$ cat config.mk
export PLATFORM = sky130hd
export DESIGN_NAME = tx_modulator_flat
export DESIGN_NICKNAME = d
export VERILOG_FILES = /design/src/hw/txmod_pkg.sv /design/src/hw/txmod_if.sv /design/src/hw/tx_modulator.sv /design/src/flat_wrapper.sv
export SDC_FILE = /design/constraint.sdc
export NUM_CORES = 1
export LEC_CHECK = 0
export BUFFER_PORTS_ARGS = -buffer_cell sky130_fd_sc_hd__buf_4
export CAP_MARGIN = 20
export CORE_MARGIN = 5
export CORE_UTILIZATION = 50
export DETAILED_ROUTE_END_ITERATION = 8
export PLACE_DENSITY = 0.83
export SKIP_CTS_REPAIR_TIMING = 1
export SYNTH_ARGS = -nofsm -noshare
export SYNTH_HDL_FRONTEND = slang
export SYNTH_SLANG_ARGS = --single-unit
export TNS_END_PERCENT = 20
$ cat constraint.sdc
create_clock -name CLK_I -period 3.15 [get_ports CLK_I]
set_clock_uncertainty 0.2 [all_clocks]
set_input_delay 0.63 -clock CLK_I [delete_from_list [all_inputs] [get_ports CLK_I]]
set_output_delay 0.63 -clock CLK_I [all_outputs]
set_load 0.03 [all_outputs]
$ cat src/hw/txmod_pkg.sv
// constants shared by the modulator end and the bench
package txmod_pkg;
  // chip operating mode codes
  localparam logic [2:0] MODE_TX = 3'h4;
  localparam logic [2:0] MODE_RX = 3'h3;
  // divider field widths and reset values
  localparam int BR_DIV_W = 8;
  localparam int DEV_DIV_W = 8;
  localparam logic [7:0] BR_DIV_RESET = 8'h07;
  // 12.8 MHz / (32 * (1 + 3)) = 100 kHz default deviation
  localparam logic [7:0] DEV_DIV_RESET = 8'h03;
  localparam int BR_PRESCALE = 64;
  localparam int DEV_PRESCALE = 32;
  // dds phase: 16 steps per deviation period, so 2*(1+n) clocks per step
  localparam int DDS_STEPS = 16;
  localparam int PHASE_W = 4;
  localparam logic [3:0] QUARTER = 4'h4;
  // pa ramp times in nanoseconds, selected by a two-bit code
  localparam int CLK_PERIOD_NS = 20;
  localparam int RAMP0_NS = 3000;
  localparam int RAMP1_NS = 8500;
  localparam int RAMP2_NS = 15000;
  localparam int RAMP3_NS = 23000;
  localparam int RAMP_CNT_W = 11;
  // slew times rounded up to whole clock cycles
  localparam logic [10:0] RAMP0_CYC =
    11'((RAMP0_NS + CLK_PERIOD_NS - 1) / CLK_PERIOD_NS);
  localparam logic [10:0] RAMP1_CYC =
    11'((RAMP1_NS + CLK_PERIOD_NS - 1) / CLK_PERIOD_NS);
  localparam logic [10:0] RAMP2_CYC =
    11'((RAMP2_NS + CLK_PERIOD_NS - 1) / CLK_PERIOD_NS);
  localparam logic [10:0] RAMP3_CYC =
    11'((RAMP3_NS + CLK_PERIOD_NS - 1) / CLK_PERIOD_NS);
endpackage

$ cat src/hw/txmod_if.sv
// link between the modulator and the companion data source
`timescale 1ns/1ps
interface txmod_if;
  logic data_clock_out; // bit clock from the modulator
  logic tx_data; // transmit bit from the companion
  modport modulator (output data_clock_out, input tx_data);
  modport source (input data_clock_out, output tx_data);
endinterface

$ cat src/hw/tx_modulator.sv
// device end: baseband dds, fsk/ook keying, pa control and bit clock
`timescale 1ns/1ps
// Function
// fsk flips i/q phase -90/+90, continuous
// data one gives plus deviation, zero minus
// i/q oscillate at programmed deviation frequency
// ook holds i/q phase offset constant
// ook gates pa and regulator by data
// bit rate is xtal/(64*(1+divider))
// bit clock pulses; companion supplies next bit
// deviation is xtal/(32*(1+divider))
// software keeps modulation index at least two
// software keeps deviation at least 33 kHz
// deviation divider defaults to 100 kHz
// software sets interpolation bandwidth near 3x
// ook ramp code selects regulator slew time
// transmit mode keeps pa and regulator on
// receive mode turns pa off, regulator grounded
// mode code 100 enters transmit
// mode code 011 enters receive
// data changes take effect only at bit boundaries
module tx_modulator #(
  parameter int BR_W = txmod_pkg::BR_DIV_W, // bit rate divider width
  parameter int DEV_W = txmod_pkg::DEV_DIV_W // deviation divider width
) (
  input wire logic CLK_I, // crystal clock, 50 MHz in bench
  input wire logic RESET_I, // async reset, high
  txmod_if.modulator LINK, // link to companion
  input wire logic [2:0] CHIP_OPERATING_MODE_I, // chip mode field
  input wire logic OOK_MODE_I, // 1 ook, 0 fsk
  input wire logic [BR_W-1:0] BIT_RATE_DIVIDER_I, // bit rate divider
  input wire logic [DEV_W-1:0] DEVIATION_DIVIDER_I, // deviation divider
  input wire logic DEV_DEFAULT_I, // use reset deviation setting
  input wire logic [1:0] PA_RAMP_SELECT_I, // ook ramp code
  input wire logic [7:0] TX_INTERP_FILTER_BW_I, // filter bw code
  output logic [7:0] INTERP_BW_O, // filter bw applied
  output logic [3:0] I_PHASE_O, // i channel dds phase
  output logic [3:0] Q_PHASE_O, // q channel dds phase
  output logic PA_ON_O, // power amplifier enable
  output logic PA_REG_ON_O, // regulator enable
  output logic PA_REG_GROUND_O, // regulator output tied low
  output logic [10:0] PA_RAMP_CYCLES_O, // slew time in cycles
  output logic TX_ACTIVE_O // transmit mode active
);
  // ----------------------------------------
  // mode decode
  // ----------------------------------------
  wire logic tx_mode = (CHIP_OPERATING_MODE_I == txmod_pkg::MODE_TX);
  wire logic rx_mode = (CHIP_OPERATING_MODE_I == txmod_pkg::MODE_RX);
  wire logic [DEV_W-1:0] dev_div = DEV_DEFAULT_I ?
    DEV_W'(txmod_pkg::DEV_DIV_RESET) : DEVIATION_DIVIDER_I;

  // ----------------------------------------
  // bit rate divider: 64*(1+n) clocks per bit
  // ----------------------------------------
  localparam int BRC_W = BR_W + 6;
  logic [BRC_W-1:0] br_cnt;
  // last count of a bit period; widened so 64*(1+n)-1 always fits
  wire logic [BRC_W-1:0] br_last = BRC_W'(
    (BRC_W'(BIT_RATE_DIVIDER_I) + BRC_W'(1)) *
    BRC_W'(txmod_pkg::BR_PRESCALE) - 1);
  wire logic bit_tick = tx_mode & (br_cnt >= br_last);
  always_ff @(posedge CLK_I or posedge RESET_I) begin
    if (RESET_I) br_cnt <= '0;
    else if (!tx_mode || bit_tick) br_cnt <= '0;
    else br_cnt <= br_cnt + BRC_W'(1);
  end

  // bit clock high in first half of each bit period
  // rising edge follows the bit boundary, giving the companion
  // the whole high half to present its next bit
  always_ff @(posedge CLK_I or posedge RESET_I) begin
    if (RESET_I) LINK.data_clock_out <= 1'b0;
    else LINK.data_clock_out <= tx_mode & (br_cnt < (br_last >> 1));
  end

  // ----------------------------------------
  // two-entry input buffer for data bits
  // ----------------------------------------
  logic data_s1, data_s2;
  logic data_clock_out_prev;
  logic [1:0] buf_mem;
  logic buf_wr, buf_rd;
  logic [1:0] buf_cnt;
  // bits sampled mid-bit, on the falling edge of the bit clock
  wire logic fall = data_clock_out_prev & ~LINK.data_clock_out;
  wire logic in_valid = fall;
  wire logic in_ready = (buf_cnt != 2'h2);
  wire logic out_valid = (buf_cnt != 2'h0);
  wire logic out_ready = bit_tick;
  wire logic push = in_valid & in_ready;
  wire logic pop = out_valid & out_ready;
  always_ff @(posedge CLK_I or posedge RESET_I) begin
    if (RESET_I) begin
      data_s1 <= 1'b0;
      data_s2 <= 1'b0;
      data_clock_out_prev <= 1'b0;
    end else begin
      data_s1 <= LINK.tx_data;
      data_s2 <= data_s1;
      data_clock_out_prev <= LINK.data_clock_out;
    end
  end
  always_ff @(posedge CLK_I or posedge RESET_I) begin
    if (RESET_I) begin
      buf_mem <= 2'h0;
      buf_wr <= 1'b0;
      buf_rd <= 1'b0;
      buf_cnt <= 2'h0;
    end else if (!tx_mode) begin
      buf_wr <= 1'b0;
      buf_rd <= 1'b0;
      buf_cnt <= 2'h0;
    end else begin
      if (push) buf_mem[buf_wr] <= data_s2;
      if (push) buf_wr <= ~buf_wr;
      if (pop) buf_rd <= ~buf_rd;
      buf_cnt <= buf_cnt + {1'b0, push} - {1'b0, pop};
    end
  end

  // symbol register changes only at bit boundaries
  // an empty buffer at a boundary repeats the last symbol
  logic symbol;
  always_ff @(posedge CLK_I or posedge RESET_I) begin
    if (RESET_I) symbol <= 1'b0;
    else if (pop) symbol <= buf_mem[buf_rd];
  end

  // ----------------------------------------
  // dds: 16 phase steps per deviation period
  // ----------------------------------------
  // step every 2*(1+n) clocks, so period = 32*(1+n) clocks
  localparam int DVC_W = DEV_W + 2;
  logic [DVC_W-1:0] dv_cnt;
  logic [3:0] phase;
  wire logic [DVC_W-1:0] dv_last = DVC_W'(
    (DVC_W'(dev_div) + DVC_W'(1)) *
    DVC_W'(txmod_pkg::DEV_PRESCALE / txmod_pkg::DDS_STEPS) - 1);
  wire logic dds_step = (dv_cnt >= dv_last);
  always_ff @(posedge CLK_I or posedge RESET_I) begin
    if (RESET_I) begin
      dv_cnt <= '0;
      phase <= 4'h0;
    end else if (dds_step) begin
      dv_cnt <= '0;
      phase <= phase + 4'h1;
    end else begin
      dv_cnt <= dv_cnt + DVC_W'(1);
    end
  end

  // ----------------------------------------
  // i/q phase: q leads (+90) for one and in ook, lags (-90) for fsk zero
  // ----------------------------------------
  // accumulator runs freely, so only the q offset flips: no phase jump on i
  wire logic lead = OOK_MODE_I ? 1'b1 : symbol;
  wire logic [3:0] q_phase = lead ? phase + txmod_pkg::QUARTER
                                  : phase - txmod_pkg::QUARTER;
  always_ff @(posedge CLK_I or posedge RESET_I) begin
    if (RESET_I) begin
      I_PHASE_O <= 4'h0;
      Q_PHASE_O <= 4'h0;
    end else begin
      I_PHASE_O <= phase;
      Q_PHASE_O <= q_phase;
    end
  end

  // ----------------------------------------
  // pa control
  // ----------------------------------------
  // pa and regulator follow the symbol, so ook keying lands on
  // bit boundaries; any mode other than tx leaves the pa grounded
  wire logic pa_want = tx_mode & (~OOK_MODE_I | symbol);
  wire logic [10:0] ramp_cyc =
    (PA_RAMP_SELECT_I == 2'h0) ? txmod_pkg::RAMP0_CYC :
    (PA_RAMP_SELECT_I == 2'h1) ? txmod_pkg::RAMP1_CYC :
    (PA_RAMP_SELECT_I == 2'h2) ? txmod_pkg::RAMP2_CYC :
                                 txmod_pkg::RAMP3_CYC;
  always_ff @(posedge CLK_I or posedge RESET_I) begin
    if (RESET_I) begin
      PA_ON_O <= 1'b0;
      PA_REG_ON_O <= 1'b0;
      PA_REG_GROUND_O <= 1'b1;
      PA_RAMP_CYCLES_O <= txmod_pkg::RAMP0_CYC;
      TX_ACTIVE_O <= 1'b0;
      INTERP_BW_O <= 8'h00;
    end else begin
      PA_ON_O <= pa_want & ~rx_mode;
      PA_REG_ON_O <= pa_want & ~rx_mode;
      PA_REG_GROUND_O <= ~pa_want | rx_mode;
      PA_RAMP_CYCLES_O <= ramp_cyc;
      TX_ACTIVE_O <= tx_mode;
      INTERP_BW_O <= TX_INTERP_FILTER_BW_I;
    end
  end
endmodule // tx_modulator

$ cat src/flat_wrapper.sv
// flat-port wrapper written by rule: the top's interface ports become plain ports
module tx_modulator_flat 
#(
  parameter int BR_W = txmod_pkg::BR_DIV_W,                          
  parameter int DEV_W = txmod_pkg::DEV_DIV_W                           
)
  (CLK_I, RESET_I, CHIP_OPERATING_MODE_I, OOK_MODE_I, BIT_RATE_DIVIDER_I, DEVIATION_DIVIDER_I, DEV_DEFAULT_I, PA_RAMP_SELECT_I, TX_INTERP_FILTER_BW_I, INTERP_BW_O, I_PHASE_O, Q_PHASE_O, PA_ON_O, PA_REG_ON_O, PA_REG_GROUND_O, PA_RAMP_CYCLES_O, TX_ACTIVE_O, LINK_data_clock_out, LINK_tx_data);
  txmod_if LINK_i ();
  input wire logic CLK_I;
  input wire logic RESET_I;
  input wire logic [2:0] CHIP_OPERATING_MODE_I;
  input wire logic OOK_MODE_I;
  input wire logic [BR_W-1:0] BIT_RATE_DIVIDER_I;
  input wire logic [DEV_W-1:0] DEVIATION_DIVIDER_I;
  input wire logic DEV_DEFAULT_I;
  input wire logic [1:0] PA_RAMP_SELECT_I;
  input wire logic [7:0] TX_INTERP_FILTER_BW_I;
  output logic [7:0] INTERP_BW_O;
  output logic [3:0] I_PHASE_O;
  output logic [3:0] Q_PHASE_O;
  output logic PA_ON_O;
  output logic PA_REG_ON_O;
  output logic PA_REG_GROUND_O;
  output logic [10:0] PA_RAMP_CYCLES_O;
  output logic TX_ACTIVE_O;
  output wire logic [$bits(LINK_i.data_clock_out)-1:0] LINK_data_clock_out;
  input wire logic [$bits(LINK_i.tx_data)-1:0] LINK_tx_data;
  assign LINK_data_clock_out = LINK_i.data_clock_out;
  assign LINK_i.tx_data = LINK_tx_data;
  tx_modulator #(.BR_W(BR_W), .DEV_W(DEV_W)) u_core (.CLK_I(CLK_I), .RESET_I(RESET_I), .LINK(LINK_i), .CHIP_OPERATING_MODE_I(CHIP_OPERATING_MODE_I), .OOK_MODE_I(OOK_MODE_I), .BIT_RATE_DIVIDER_I(BIT_RATE_DIVIDER_I), .DEVIATION_DIVIDER_I(DEVIATION_DIVIDER_I), .DEV_DEFAULT_I(DEV_DEFAULT_I), .PA_RAMP_SELECT_I(PA_RAMP_SELECT_I), .TX_INTERP_FILTER_BW_I(TX_INTERP_FILTER_BW_I), .INTERP_BW_O(INTERP_BW_O), .I_PHASE_O(I_PHASE_O), .Q_PHASE_O(Q_PHASE_O), .PA_ON_O(PA_ON_O), .PA_REG_ON_O(PA_REG_ON_O), .PA_REG_GROUND_O(PA_REG_GROUND_O), .PA_RAMP_CYCLES_O(PA_RAMP_CYCLES_O), .TX_ACTIVE_O(TX_ACTIVE_O));
endmodule
==> summary.txt <==
Setup path
  • CP Data Arrival Time: 3980 ps
  • CP cell instances: buf_8 -> ha_4 -> and3_2 -> xnor2_1 -> xnor2_2 -> ha_1 -> and4_1 -> a41o_1 -> a21o_1 -> a31oi_4 -> o31ai_4 -> maj3_4 -> nand2_4 -> inv_4 -> ha_4 -> inv_4 -> ha_4 -> xor2_2 -> xnor2_1 -> nor2_1
  • Worst-path fanout max: 7
  • Critical Path Sink: u_core.buf_cnt[1]
  • Reg-to-reg critical path endpoint: u_core.buf_cnt[1]
  • Startpoint Class: primary input
  • Worst r2r src: u_core.br_cnt[0]
  • Worst setup path class: in2reg
  • Crit end category: flip-flop
  • Crit-path slowest cell: maj3_4
  • Slowest cell delay on critical path: 350 ps
  • CP Launch Point: BIT_RATE_DIVIDER_I[0]
  • Req. time, crit path: 3180 ps
  • R2R cell count: 15
  • Flop2flop setup slack: -50 ps
  • CP most frequent cell: ha_4

Layout
  • Final net count: 577
  • Area grow syn2layout: 34.0%
  • Finished Layout Cells: 615
  • Share of post-route cells with drive strength above 1: 0.380
  • Design area: 5150 um^2
  • N_diodes: 0

Logic synthesis
  • Ys flop type: dfrtp_1
  • Cell accounting for the most synthesized area: dfrtp_1
  • Synthesized area per cell: 9.83 um^2
  • Synth top cells by count: dfrtp_1 (60), nor2_1 (36), ha_1 (34)
  • Seq/Total Area, Yosys: 0.418
  • Top-count cell post-synth: dfrtp_1
  • Distinct cells, synth: 60
  • Post-synth EDFFs: 0
  • Synthesized flop and latch total: 64
  • Mapped Cells: 391
  • Post-synth net total: 459
  • Yosys warning count: 0
  • Post-Synthesis Cell Area: 3840 um^2
  • Dominant cells by area after synthesis: dfrtp_1 (39%), ha_1 (11%), xor2_1 (4.8%), xnor2_1 (4.6%), nor2_1 (3.5%)
  • Ys async rst share: 1.00
  • Post-synth top area share: 0.390

Drt
  • DRC: 0
  • Total detailed-routing wirelength: 8640 um
  • Routed Antenna Nets: 0
  • DRT Pass-1 Iters: 4
  • Via density: 5.31
  • Routed len/inst: 14.0 um
  • Via count: 3,263
  • Initial drt markers: 107

Placed design
  • Port buffer count: 65
  • Final HPWL DP: 6560 um
  • DP Worst Slack: -1260 ps
  • Placed cell count: 598
  • Area after DPL: 4880 um^2
  • Gpl congestion: 0.825

GRT
  • Largest net degree at the start of global routing: 27
  • Number of global-route vias before repair: 3,399
  • Gr usage total: 0.184
  • Grt total ovfl: 0
  • Initial antenna violation count: 0
  • Global-route wire length before repair: 14,600 um

Timing
  • Fin. max-slew vios: 0
  • RSZ-0062 raised after global routing: true
  • Hold slack: 130 ps
  • Max Clock Freq: 253 MHz
  • Final Hold Fails: 0
  • Setup WS post-layout: -802 ps
  • Tightest Pin Transition: 817 ps
  • Finish-stage setup viols: 19
  • Tcrit/Tclk final: 1.25
  • Min cycle time layout: 3950 ps
  • Normalized max-slew margin: 0.452

Die
  • Placeable core area: 7610 um^2
  • Die Y: 97.7 um
  • Site Rows: 32
  • Chip width: 97.7 um
  • Io pins: 66
  • Starting Density: 0.505
  • Die area: 9540 um^2

Min path
  • Min-Delay Path Class: in2async

Power
  • Worst VDD drop: 0.400 mV
  • P_leak: 0.00247 uW
  • Power Dens Cells: 448 nW/um^2

Run status
  • Status: complete, but fails checks
  • Failing checks: negative setup slack

Clock tree
  • Htree depth: 3
  • CTS tree: yes
  • Maximum root-to-sink buffer count: 2
  • Root Driver: clkbuf_8
  • # clock sinks: 64
  • Worst skew pair latency: 340 ps
  • Clk slew on worst S/H paths: 70 ps
  • Number of CTS-inserted buffers: 9

Run
  • Max Cap Viol: 0
-- worst min-delay path by stage --
| stage | from | to | slack, ps |
|---|---|---|---|
| finish | RESET_I | u_core.INTERP_BW_O[0] | 130 |
| global route | RESET_I | u_core.INTERP_BW_O[0] | 160 |
| CTS | RESET_I | u_core.INTERP_BW_O[1] | 140 |
| detailed placement | u_core.data_s1 | u_core.data_s2 | 140 |
| global placement | u_core.data_s1 | u_core.data_s2 | 130 |
| floorplan | u_core.data_s1 | u_core.data_s2 | 130 |
-- cell families after synthesis --
kind of cell	share of synthesized area
xor+xnor	0.0934
buf+inv	0.0530
flops	0.418
compound gates	0.104
mux	0.0238
simple gates	0.189
fa+ha+maj	0.119
-- state kept, by name, summed over array words and instances, names as in the netlist --
register,flops
u_core.LINK.data_clock_out,1
u_core.I_PHASE_O,4
u_core.PA_ON_O,1
u_core.phase,4
u_core.data_s1,1
u_core.buf_wr,1
u_core.buf_rd,1
u_core.PA_RAMP_CYCLES_O,8
u_core.br_cnt,14
u_core.dv_cnt,10
u_core.INTERP_BW_O,8
u_core.data_clock_out_prev,1
u_core.buf_cnt,2
u_core.TX_ACTIVE_O,1
u_core.Q_PHASE_O,2
u_core.buf_mem,2
u_core.data_s2,1
u_core.PA_REG_GROUND_O,1
u_core.symbol,1
-- critical path, delay by kind of cell --
family | cells | cell delay (ps)
simple gates | 4 | 550
compound gates | 4 | 720
xor+xnor | 4 | 650
fa+ha+maj | 5 | 1260
buf+inv | 3 | 170
-- report_power, final --
group	total [uW]	internal [uW]	switching [uW]
sequential	1010	923	86.4
combinational	709	328	381
clock	591	276	315
total	2310	1530	783
-- cells in the final DEF (no fill, tap or decap), types with 3 or more instances in the layout --
master,netlist,routed
or3_1,3,3
nand3b_1,3,3
clkinvlp_4,0,3
mux2_2,3,3
xor2_1,21,20
nand4_1,5,5
a21o_1,7,7
a21oi_1,10,10
clkinv_2,0,3
nor2_2,10,12
buf_4,7,122
nand3_1,23,22
dfstp_2,4,4
and3_1,7,7
nand2_1,20,19
xnor2_1,20,19
o22ai_1,4,4
clkbuf_8,0,9
nor2_1,36,34
nand2b_1,5,5
dfrtp_1,60,60
nor3_2,0,3
ha_4,0,5
ha_1,34,29
nor3_1,10,7
inv_1,27,23
o21ai_0,12,10
a31oi_1,5,3
a211oi_1,3,3
-- metrics by stage --
stage	TNS, ps	util	power (uW)
2_1_floorplan	-9220	-	1480
3_3_place_gp	-14930	0.641	1700
5_1_grt	-9540	0.677	2470
6_report	-7390	0.677	2310
4_1_cts	-7980	0.663	2330
3_5_place_dp	-17860	0.641	1730
-- cell type report --
class / instances / area, um^2
flip-flops and latches: 64 / 1610
repair buffers: 124 / 942
clock inverters: 6 / 37.5
well taps: 102 / 128
multi-input cells: 283 / 2210
clock buffers: 9 / 124
fillers: 590 / 2450
inverters: 27 / 106
-- metal layers --
layer,global-route usage,share of wire,vias to the layer above
met5,0,0,-
met4,0.0607,0.020,0
met3,0.0668,0.061,19
met2,0.326,0.51,80
met1,0.205,0.41,1584
li1,-,-,1580
No activity file was read; power rests on OpenSTA's default activity.
